<file path="config.mk">
export PLATFORM = sky130hd
export DESIGN_NAME = rrc_route_config
export DESIGN_NICKNAME = d
export VERILOG_FILES = /design/src/design/rrc_pkg.sv /design/src/design/rrc_route_config.sv
export VERILOG_INCLUDE_DIRS = /design/src /design/src/design
export SDC_FILE = /design/constraint.sdc
export NUM_CORES = 1
export LEC_CHECK = 0
export ABC_CLOCK_PERIOD_IN_PS = 2600
export BUFFER_PORTS_ARGS = -buffer_cell sky130_fd_sc_hd__buf_2
export CORE_MARGIN = 4
export CORE_UTILIZATION = 40
export DETAILED_ROUTE_END_ITERATION = 6
export PLACE_DENSITY = 0.58
export SLEW_MARGIN = 25
export SYNTH_ARGS = -nofsm -noshare
export SYNTH_HDL_FRONTEND = slang
export SYNTH_SLANG_ARGS = --single-unit
</file>
<file path="constraint.sdc">
create_clock -name CLK_SYS_I -period 2.6 [get_ports CLK_SYS_I]
set_clock_uncertainty 0.15 [all_clocks]
set_input_delay 0.52 -clock CLK_SYS_I [delete_from_list [all_inputs] [get_ports CLK_SYS_I]]
set_output_delay 0.52 -clock CLK_SYS_I [all_outputs]
set_load 0.005 [all_outputs]
</file>
<file path="src/design/rrc_params.svh">
`ifndef RRC_PARAMS_SVH
`define RRC_PARAMS_SVH

// Register addresses on the serial control port.
`define RRC_ADDR_SPEED_MODE      8'h1c
`define RRC_ADDR_SPEED_OVR       8'h1d
`define RRC_ADDR_INPUT_OVR_ROUTE 8'h1e
`define RRC_ADDR_RSVD_1F         8'h1f
`define RRC_ADDR_DETECT_CHANNEL  8'h20
`define RRC_ADDR_RSVD_21         8'h21
`define RRC_ADDR_LAST            8'h21
`define RRC_NUM_REGS             6

// Reset values.
`define RRC_RST_SPEED_MODE       8'h64
`define RRC_RST_SPEED_OVR        8'h80
`define RRC_RST_INPUT_OVR_ROUTE  8'h0b
`define RRC_RST_RSVD_1F          8'h55
`define RRC_RST_DETECT_CHANNEL   8'h18
`define RRC_RST_RSVD_21          8'h05

// Register array indices.
`define RRC_IDX_SPEED_MODE       3'h0
`define RRC_IDX_SPEED_OVR        3'h1
`define RRC_IDX_INPUT_OVR_ROUTE  3'h2
`define RRC_IDX_DETECT_CHANNEL   3'h4

// Field positions.
`define RRC_SPEED_MODE_MSB       1
`define RRC_SPEED_MODE_LSB       0
`define RRC_SPEED_OVR_BIT        0
`define RRC_INPUT_OVR_BIT        7
`define RRC_FIRST_ROUTE_MSB      6
`define RRC_FIRST_ROUTE_LSB      5
`define RRC_SECOND_ROUTE_MSB     4
`define RRC_SECOND_ROUTE_LSB     3
`define RRC_FORCE_ON_BIT         7
`define RRC_FORCE_OFF_BIT        6
`define RRC_LEVEL_MSB            5
`define RRC_LEVEL_LSB            3
`define RRC_CHANNEL_MSB          2
`define RRC_CHANNEL_LSB          1

// Routing codes used while manual routing is not honoured.
`define RRC_PIN_FIRST_ROUTE      2'h0
`define RRC_PIN_SECOND_ROUTE     2'h1

// Signal-detect thresholds in mV, assert then de-assert.
`define RRC_LVL_MIN              3'h3
`define RRC_LVL_3_ASSERT_MV      9'h070
`define RRC_LVL_3_DEASSERT_MV    9'h04e
`define RRC_LVL_4_ASSERT_MV      9'h08e
`define RRC_LVL_4_DEASSERT_MV    9'h070
`define RRC_LVL_5_ASSERT_MV      9'h0b4
`define RRC_LVL_5_DEASSERT_MV    9'h08e
`define RRC_LVL_6_ASSERT_MV      9'h0da
`define RRC_LVL_6_DEASSERT_MV    9'h0b4
`define RRC_LVL_7_ASSERT_MV      9'h100
`define RRC_LVL_7_DEASSERT_MV    9'h0da
`define RRC_ZERO_MV              9'h000

`endif

</file>
<file path="src/design/rrc_pkg.sv">
package rrc_pkg;

  typedef enum logic [1:0] {
    RRC_SPEED_AUTO   = 2'h0,
    RRC_SPEED_SD270  = 2'h1,
    RRC_SPEED_HD3G   = 2'h2,
    RRC_SPEED_M125   = 2'h3
  } rrc_speed_t;

  typedef enum logic [1:0] {
    RRC_SRC_RECLOCKED = 2'h0,
    RRC_SRC_BYPASS    = 2'h1,
    RRC_SRC_CLOCK     = 2'h2,
    RRC_SRC_MUTE      = 2'h3
  } rrc_src_t;

endpackage : rrc_pkg

</file>
<file path="src/design/rrc_route_config.sv">
// Overview of operation
// - Speed code picks auto, 270, HD/3G, 125.
// - Speed register used only when override set.
// - Input override picks register channel over pins.
// - Channel code routes input 0..3 onward.
// - Manual routing honoured only with pin-mode override.
// - First output: reclocked/bypass, bypass, mute.
// - Second output: clock/mute, reclocked/bypass, mute, bypass.
// - Level code 011..111 sets thresholds; others reserved.
// - Reset gives second route 01, level 011.
`timescale 1ns/1ns
`default_nettype none
`include "rrc_params.svh"

module rrc_route_config
  import rrc_pkg::*;
(
  input  wire logic       CLK_SYS_I,
  input  wire logic       SYS_RST_I,
  input  wire logic [7:0] REG_ADDR_I,
  input  wire logic       REG_WR_EN_I,
  input  wire logic [7:0] REG_WR_DATA_I,
  input  wire logic       REG_RD_EN_I,
  output logic      [7:0] REG_RD_DATA_O,
  input  wire logic       PIN_MODE_OVERRIDE_I,
  input  wire logic [1:0] SPEED_PINS_I,
  input  wire logic [1:0] SELECT_PINS_I,
  input  wire logic [3:0] SERIAL_IN_I,
  input  wire logic       LOCKED_I,
  output var rrc_speed_t  SPEED_MODE_O,
  output logic      [1:0] INPUT_CHANNEL_O,
  output logic            RECLOCK_IN_O,
  output var rrc_src_t    FIRST_OUT_SRC_O,
  output var rrc_src_t    SECOND_OUT_SRC_O,
  output logic      [8:0] DETECT_ASSERT_MV_O,
  output logic      [8:0] DETECT_DEASSERT_MV_O,
  output logic            DETECT_LEVEL_VALID_O,
  output logic            DETECT_FORCE_ON_O,
  output logic            DETECT_FORCE_OFF_O
);

  // First output source for a routing code and the lock state.
  function automatic rrc_src_t first_src(input logic [1:0] code, input logic locked);
    rrc_src_t src;
    unique case (code)
      2'h1:    src = RRC_SRC_BYPASS;
      2'h2:    src = RRC_SRC_MUTE;
      default: src = locked ? RRC_SRC_RECLOCKED : RRC_SRC_BYPASS;
    endcase
    return src;
  endfunction : first_src

  // Second output source for a routing code and the lock state.
  function automatic rrc_src_t second_src(input logic [1:0] code, input logic locked);
    rrc_src_t src;
    unique case (code)
      2'h0:    src = locked ? RRC_SRC_CLOCK : RRC_SRC_MUTE;
      2'h1:    src = locked ? RRC_SRC_RECLOCKED : RRC_SRC_BYPASS;
      2'h2:    src = RRC_SRC_MUTE;
      default: src = RRC_SRC_BYPASS;
    endcase
    return src;
  endfunction : second_src

  // Pins from outside the clock domain, synchronised as one vector.
  // Only the second stage is read by logic, so a metastable first stage never spreads.
  logic [7:0] sync_a_reg;
  logic [7:0] sync_a_next;
  logic [7:0] sync_b_reg;
  logic [7:0] sync_b_next;

  always_comb begin
    sync_a_next = {SERIAL_IN_I, SELECT_PINS_I, SPEED_PINS_I};
    sync_b_next = sync_a_reg;
  end

  always_ff @(posedge CLK_SYS_I) begin
    if (SYS_RST_I) begin
      sync_a_reg <= 8'h00;
      sync_b_reg <= 8'h00;
    end else begin
      sync_a_reg <= sync_a_next;
      sync_b_reg <= sync_b_next;
    end
  end

  logic [1:0] speed_pins_s;
  logic [1:0] select_pins_s;
  logic [3:0] serial_in_s;

  assign speed_pins_s  = sync_b_reg[1:0];
  assign select_pins_s = sync_b_reg[3:2];
  assign serial_in_s   = sync_b_reg[7:4];

  // Register file.
  logic [7:0] regs_reg  [`RRC_NUM_REGS];
  logic [7:0] regs_next [`RRC_NUM_REGS];
  logic [7:0] rd_data_reg;
  logic [7:0] rd_data_next;
  logic       in_range;
  logic [2:0] reg_idx;
  logic [7:0] rst_vals [`RRC_NUM_REGS];

  assign rst_vals[0] = `RRC_RST_SPEED_MODE;
  assign rst_vals[1] = `RRC_RST_SPEED_OVR;
  assign rst_vals[2] = `RRC_RST_INPUT_OVR_ROUTE;
  assign rst_vals[3] = `RRC_RST_RSVD_1F;
  assign rst_vals[4] = `RRC_RST_DETECT_CHANNEL;
  assign rst_vals[5] = `RRC_RST_RSVD_21;

  // Addresses outside this slice are ignored on write and read back as zero.
  assign in_range = (REG_ADDR_I >= `RRC_ADDR_SPEED_MODE) && (REG_ADDR_I <= `RRC_ADDR_LAST);
  assign reg_idx  = 3'(REG_ADDR_I - `RRC_ADDR_SPEED_MODE);

  // Reserved bits are stored as written; the block does not guard them.
  always_comb begin
    for (int i = 0; i < `RRC_NUM_REGS; i++) begin
      regs_next[i] = regs_reg[i];
    end
    if (REG_WR_EN_I && in_range) begin
      regs_next[reg_idx] = REG_WR_DATA_I;
    end
    rd_data_next = rd_data_reg;
    if (REG_RD_EN_I) begin
      rd_data_next = in_range ? regs_reg[reg_idx] : 8'h00;
    end
  end

  genvar g;
  generate
    for (g = 0; g < `RRC_NUM_REGS; g++) begin : g_regs
      always_ff @(posedge CLK_SYS_I) begin
        if (SYS_RST_I) begin
          regs_reg[g] <= rst_vals[g];
        end else begin
          regs_reg[g] <= regs_next[g];
        end
      end
    end
  endgenerate

  always_ff @(posedge CLK_SYS_I) begin
    if (SYS_RST_I) begin
      rd_data_reg <= 8'h00;
    end else begin
      rd_data_reg <= rd_data_next;
    end
  end

  // Field views.
  logic [7:0] speed_mode_r;
  logic [7:0] speed_ovr_r;
  logic [7:0] route_r;
  logic [7:0] detect_r;
  logic [2:0] level_code;

  assign speed_mode_r = regs_reg[`RRC_IDX_SPEED_MODE];
  assign speed_ovr_r  = regs_reg[`RRC_IDX_SPEED_OVR];
  assign route_r      = regs_reg[`RRC_IDX_INPUT_OVR_ROUTE];
  assign detect_r     = regs_reg[`RRC_IDX_DETECT_CHANNEL];
  assign level_code   = detect_r[`RRC_LEVEL_MSB:`RRC_LEVEL_LSB];

  // Effective controls, registered so every data output comes from a flip-flop.
  rrc_speed_t speed_reg;
  rrc_speed_t speed_next;
  logic [1:0] channel_reg;
  logic [1:0] channel_next;
  logic       reclock_in_reg;
  logic       reclock_in_next;
  rrc_src_t   first_reg;
  rrc_src_t   first_next;
  rrc_src_t   second_reg;
  rrc_src_t   second_next;
  logic [8:0] assert_mv_reg;
  logic [8:0] assert_mv_next;
  logic [8:0] deassert_mv_reg;
  logic [8:0] deassert_mv_next;
  logic       level_ok_reg;
  logic       level_ok_next;
  logic [1:0] first_code;
  logic [1:0] second_code;

  always_comb begin
    if (speed_ovr_r[`RRC_SPEED_OVR_BIT]) begin
      speed_next = rrc_speed_t'(speed_mode_r[`RRC_SPEED_MODE_MSB:`RRC_SPEED_MODE_LSB]);
    end else begin
      speed_next = rrc_speed_t'(speed_pins_s);
    end
  end

  always_ff @(posedge CLK_SYS_I) begin
    if (SYS_RST_I) begin
      speed_reg <= RRC_SPEED_AUTO;
    end else begin
      speed_reg <= speed_next;
    end
  end

  // The selected input lags a channel change by one cycle, traded for a shorter mux path.
  always_comb begin
    if (route_r[`RRC_INPUT_OVR_BIT]) begin
      channel_next = detect_r[`RRC_CHANNEL_MSB:`RRC_CHANNEL_LSB];
    end else begin
      channel_next = select_pins_s;
    end
    reclock_in_next = serial_in_s[channel_reg];
  end

  always_ff @(posedge CLK_SYS_I) begin
    if (SYS_RST_I) begin
      channel_reg    <= 2'h0;
      reclock_in_reg <= 1'b0;
    end else begin
      channel_reg    <= channel_next;
      reclock_in_reg <= reclock_in_next;
    end
  end

  always_comb begin
    // Without the pin-mode override the outputs take their pin-mode routing.
    if (PIN_MODE_OVERRIDE_I) begin
      first_code  = route_r[`RRC_FIRST_ROUTE_MSB:`RRC_FIRST_ROUTE_LSB];
      second_code = route_r[`RRC_SECOND_ROUTE_MSB:`RRC_SECOND_ROUTE_LSB];
    end else begin
      first_code  = `RRC_PIN_FIRST_ROUTE;
      second_code = `RRC_PIN_SECOND_ROUTE;
    end
    first_next  = first_src(first_code, LOCKED_I);
    second_next = second_src(second_code, LOCKED_I);
  end

  // Both sources start at bypass, the safe pre-lock choice, until the first live recompute.
  always_ff @(posedge CLK_SYS_I) begin
    if (SYS_RST_I) begin
      first_reg  <= RRC_SRC_BYPASS;
      second_reg <= RRC_SRC_BYPASS;
    end else begin
      first_reg  <= first_next;
      second_reg <= second_next;
    end
  end

  always_comb begin
    level_ok_next = 1'b1;
    unique case (level_code)
      3'h3: begin
        assert_mv_next   = `RRC_LVL_3_ASSERT_MV;
        deassert_mv_next = `RRC_LVL_3_DEASSERT_MV;
      end
      3'h4: begin
        assert_mv_next   = `RRC_LVL_4_ASSERT_MV;
        deassert_mv_next = `RRC_LVL_4_DEASSERT_MV;
      end
      3'h5: begin
        assert_mv_next   = `RRC_LVL_5_ASSERT_MV;
        deassert_mv_next = `RRC_LVL_5_DEASSERT_MV;
      end
      3'h6: begin
        assert_mv_next   = `RRC_LVL_6_ASSERT_MV;
        deassert_mv_next = `RRC_LVL_6_DEASSERT_MV;
      end
      3'h7: begin
        assert_mv_next   = `RRC_LVL_7_ASSERT_MV;
        deassert_mv_next = `RRC_LVL_7_DEASSERT_MV;
      end
      default: begin
        // Reserved codes give no threshold so the comparator can be held off.
        assert_mv_next   = `RRC_ZERO_MV;
        deassert_mv_next = `RRC_ZERO_MV;
        level_ok_next    = 1'b0;
      end
    endcase
  end

  always_ff @(posedge CLK_SYS_I) begin
    if (SYS_RST_I) begin
      assert_mv_reg   <= `RRC_LVL_3_ASSERT_MV;
      deassert_mv_reg <= `RRC_LVL_3_DEASSERT_MV;
      level_ok_reg    <= 1'b1;
    end else begin
      assert_mv_reg   <= assert_mv_next;
      deassert_mv_reg <= deassert_mv_next;
      level_ok_reg    <= level_ok_next;
    end
  end

  assign REG_RD_DATA_O        = rd_data_reg;
  assign SPEED_MODE_O         = speed_reg;
  assign INPUT_CHANNEL_O      = channel_reg;
  assign RECLOCK_IN_O         = reclock_in_reg;
  assign FIRST_OUT_SRC_O      = first_reg;
  assign SECOND_OUT_SRC_O     = second_reg;
  assign DETECT_ASSERT_MV_O   = assert_mv_reg;
  assign DETECT_DEASSERT_MV_O = deassert_mv_reg;
  assign DETECT_LEVEL_VALID_O = level_ok_reg;
  assign DETECT_FORCE_ON_O    = detect_r[`RRC_FORCE_ON_BIT];
  assign DETECT_FORCE_OFF_O   = detect_r[`RRC_FORCE_OFF_BIT];

endmodule : rrc_route_config
`default_nettype wire

</file>
==> run_results.csv <==
group,metric,value,unit
place,place_congestion,0.7871,
routing,drtIter0Drc,219,
timing,period_share,69.66,%
layout,final_net_count,480,
synth,ys_ff_latch,93,
synth,netlist_area,4020,um^2
critical_path,critPathMaxFanout,19,
global_route,use_met2,26.91,%
layout,n_antenna_cell,0,
synth,synth_ff_type,"dfxtp_1",
clock_tree,cts-root-buf,"clkbuf_8",
critical_path,criticalPathCategory,"in2reg",
power_and_ir_drop,peakVddDrop,0.2103,mV
routing,vias,3303,
worst_hold_path,hp-class,"in2reg",
timing,setup_violations,0,
synth,syn_inst,410,
job,max_cap_viol_count,0,
synth,synth-edff-count,0,
clock_tree,clock_latency,360,ps
floorplan,fp.dieH,108.3,um
power_and_ir_drop,pwr-share-clk,39.4,%
clock_tree,cts_buffers,9,
global_route,busiest_layer,"met2",
routing,dr.pass1.iters,4,
global_route,met1_usage,25.84,%
critical_path,startpoint_type,"input port",
floorplan,io_pins,68,
floorplan,core,9774,um^2
power_and_ir_drop,power_density,595.1,nW/um^2
routing,drtAntennaViolNets,0,
synth,synth_area_per_cell,9.805,um^2
synth,synth.distinct_cells,43,
synth,yosysWarningCount,0,
clock_tree,htreeDepth,3,
clock_tree,cts_tree,"built",
place,dp_slack,418.2,ps
layout,regArea,1862,um^2
synth,synth_mux_area_share,8.559,%
synth,yosys.area_share.simple,17.40,%
critical_path,critPathMaxStageDelay,500,ps
power_and_ir_drop,p_int,2.066,mW
power_and_ir_drop,power_frac_seq,52.8,%
timing,setup_slack,788.7,ps
synth,synth-adder-area-share,0.3112,%
power_and_ir_drop,switching_power,0.6707,mW
synth,async_flop_share,0,%
critical_path,worstSetupEndpointType,"flip-flop",
clock_tree,post_cts_buffers,0,
floorplan,placementRows,36,
synth,synth_compound_area_share,20.39,%
global_route,overflow,0,
global_route,grt_usage,17.81,%
place,dp_hpwl,6.556,mm
clock_tree,cts_resized,0,
status,status,"completed",
clock_tree,postCtsHoldBufs,0,
floorplan,die_width,108.3,um
power_and_ir_drop,switching_share,24.51,%
clock_tree,clock_sinks,93,
timing,min_period,1811,ps
timing,rsz0062_at_grt,"false",
timing,relSlewSlack,50.29,%
timing,finalMaxSlewViolations,0,
synth,synth_top_family_by_area,"compound AO/OA/AOI/OAI gates",
critical_path,worstPathRequired,2690,ps
routing,avgRoutedWirePerCell,17.05,um
critical_path,reg2reg_slack,980,ps
clock_tree,clk_pin_slew,90,ps
global_route,grt_pass1_vias,3119,
global_route,met3_usage,3.045,%
layout,multiInputGateArea,1904,um^2
critical_path,cp_slowest_cell,"or3b_1",
global_route,grt_pass1_wl,16.48,mm
routing,routed_wl,10.01,mm
synth,synth_seq_area_share,46.31,%
timing,finalHoldViolations,0,
power_and_ir_drop,combPwrFrac,7.8,%
clock_tree,cts_max_path_buffers,2,
power_and_ir_drop,cellLeakagePower,1.708,nW
layout,fillers,971,
global_route,grt_max_degree,35,
global_route,antenna_found_initial,0,
timing,worstMarginPinSlew,745.6,ps
power_and_ir_drop,p_total,2.737,mW
floorplan,dieArea,11720,um^2
critical_path,arrival,1900,ps
layout,drive_gt1_share,27.53,%
layout,area_growth,14.38,%
layout,largest_reg_flops,48,
routing,viasPerCell,5.627,
critical_path,cp_cell_sequence,"buf_2 -> or3b_1 -> buf_4 -> o31ai_1 -> a21oi_1",
routing,drc,0,
timing,tns,0,ps
timing,fmax,0.5521,GHz
synth,synthXorXnorAreaFrac,0.4357,%
floorplan,initial_core_util,41.13,%
place,io_buffers,64,
-- cell type report --
type	instances	share of cell area, %
inverter	1	0.08163
clock buffer	10	2.776
clock inverter	6	2.041
tap	133	3.619
multi-input combinational	264	41.42
sequential	93	40.49
timing repair buffer	80	9.578
-- logic make-up (layout without fill, tap and decap cells) --
| logic type | after synthesis | in the layout |
|---|---|---|
| flops | 93 | 93 |
| compound gates | 120 | 120 |
| buf+inv | 55 | 97 |
| other cells | 1 | 3 |
| mux | 22 | 22 |
| fa+ha+maj | 1 | 1 |
| xor+xnor | 2 | 2 |
| simple gates | 116 | 116 |
-- power groups by stage --
stage	registers, mW	clock network (mW)	logic, mW
2_1_floorplan	1.48	0	0.134
3_3_place_gp	1.48	0	0.211
3_5_place_dp	1.48	0	0.212
4_1_cts	1.45	1.11	0.213
5_1_grt	1.45	1.17	0.233
6_report	1.44	1.08	0.214
-- synth_stat cells (9+ instances only) --
cell | count | share of area, %
a21oi_1 | 36 | 4.5
a31oi_1 | 14 | 2.2
clkbuf_1 | 35 | 3.3
dfxtp_1 | 93 | 46
mux2_2 | 9 | 2.5
mux4_2 | 9 | 5.0
nand2_1 | 15 | 1.4
nand4_1 | 33 | 5.1
nor2_1 | 11 | 1.0
nor2b_1 | 26 | 4.0
nor4_1 | 13 | 2.0
o21ai_0 | 9 | 1.1
o21bai_1 | 14 | 2.6
o31ai_1 | 33 | 6.2
-- metal layers --
metal | wire length, um | part of all wire (%)
met5 | 0 | 0
met4 | 150 | 1.5
met3 | 652 | 6.5
met2 | 4585 | 46
met1 | 4619 | 46
-- layout by cell type, fill, tap and decap left out, drive strengths merged, types with 2 or more instances in the layout --
master	count
a211o	2
a21o	2
a21oi	36
a31oi	14
buf	80
bufinv	2
clkbuf	10
conb	3
dfxtp	93
inv	3
mux2	9
mux2i	4
mux4	9
nand2	15
nand2b	4
nand4	33
nor2	11
nor2b	26
nor3b	3
nor4	13
nor4b	2
o21ai	9
o21bai	14
o31ai	40
xor2	2
-- final timing paths --
path,startpoint,endpoint,cells past startpoint
setup / recovery,REG_ADDR_I[0],regs_reg[4][1],5
hold / removal,SERIAL_IN_I[0],sync_a_reg[4],2
setup reg to reg,regs_reg[2][6],REG_RD_DATA_O[6],3
hold reg to reg,sync_a_reg[0],sync_b_reg[0],1
-- metrics by stage --
step | hold slack (ps) | std cells | area [um^2] | util, %
floorplan | 263.8 | 412 | 4028 | -
global placement | 267.0 | 571 | 4377 | 44.78
detailed placement | 278.0 | 571 | 4377 | 44.78
CTS | 200.9 | 587 | 4598 | 47.04
global route | 208.8 | 587 | 4598 | 47.04
finish | 217.5 | 587 | 4598 | 47.04
-- critical path, delay by kind of cell --
kind	cells	cell delay, ps
AO/OA/AOI/OAI	2	370
buffers and inverters	2	490
AND/OR/NAND/NOR	1	500
Power figures use the tool's default switching activity.
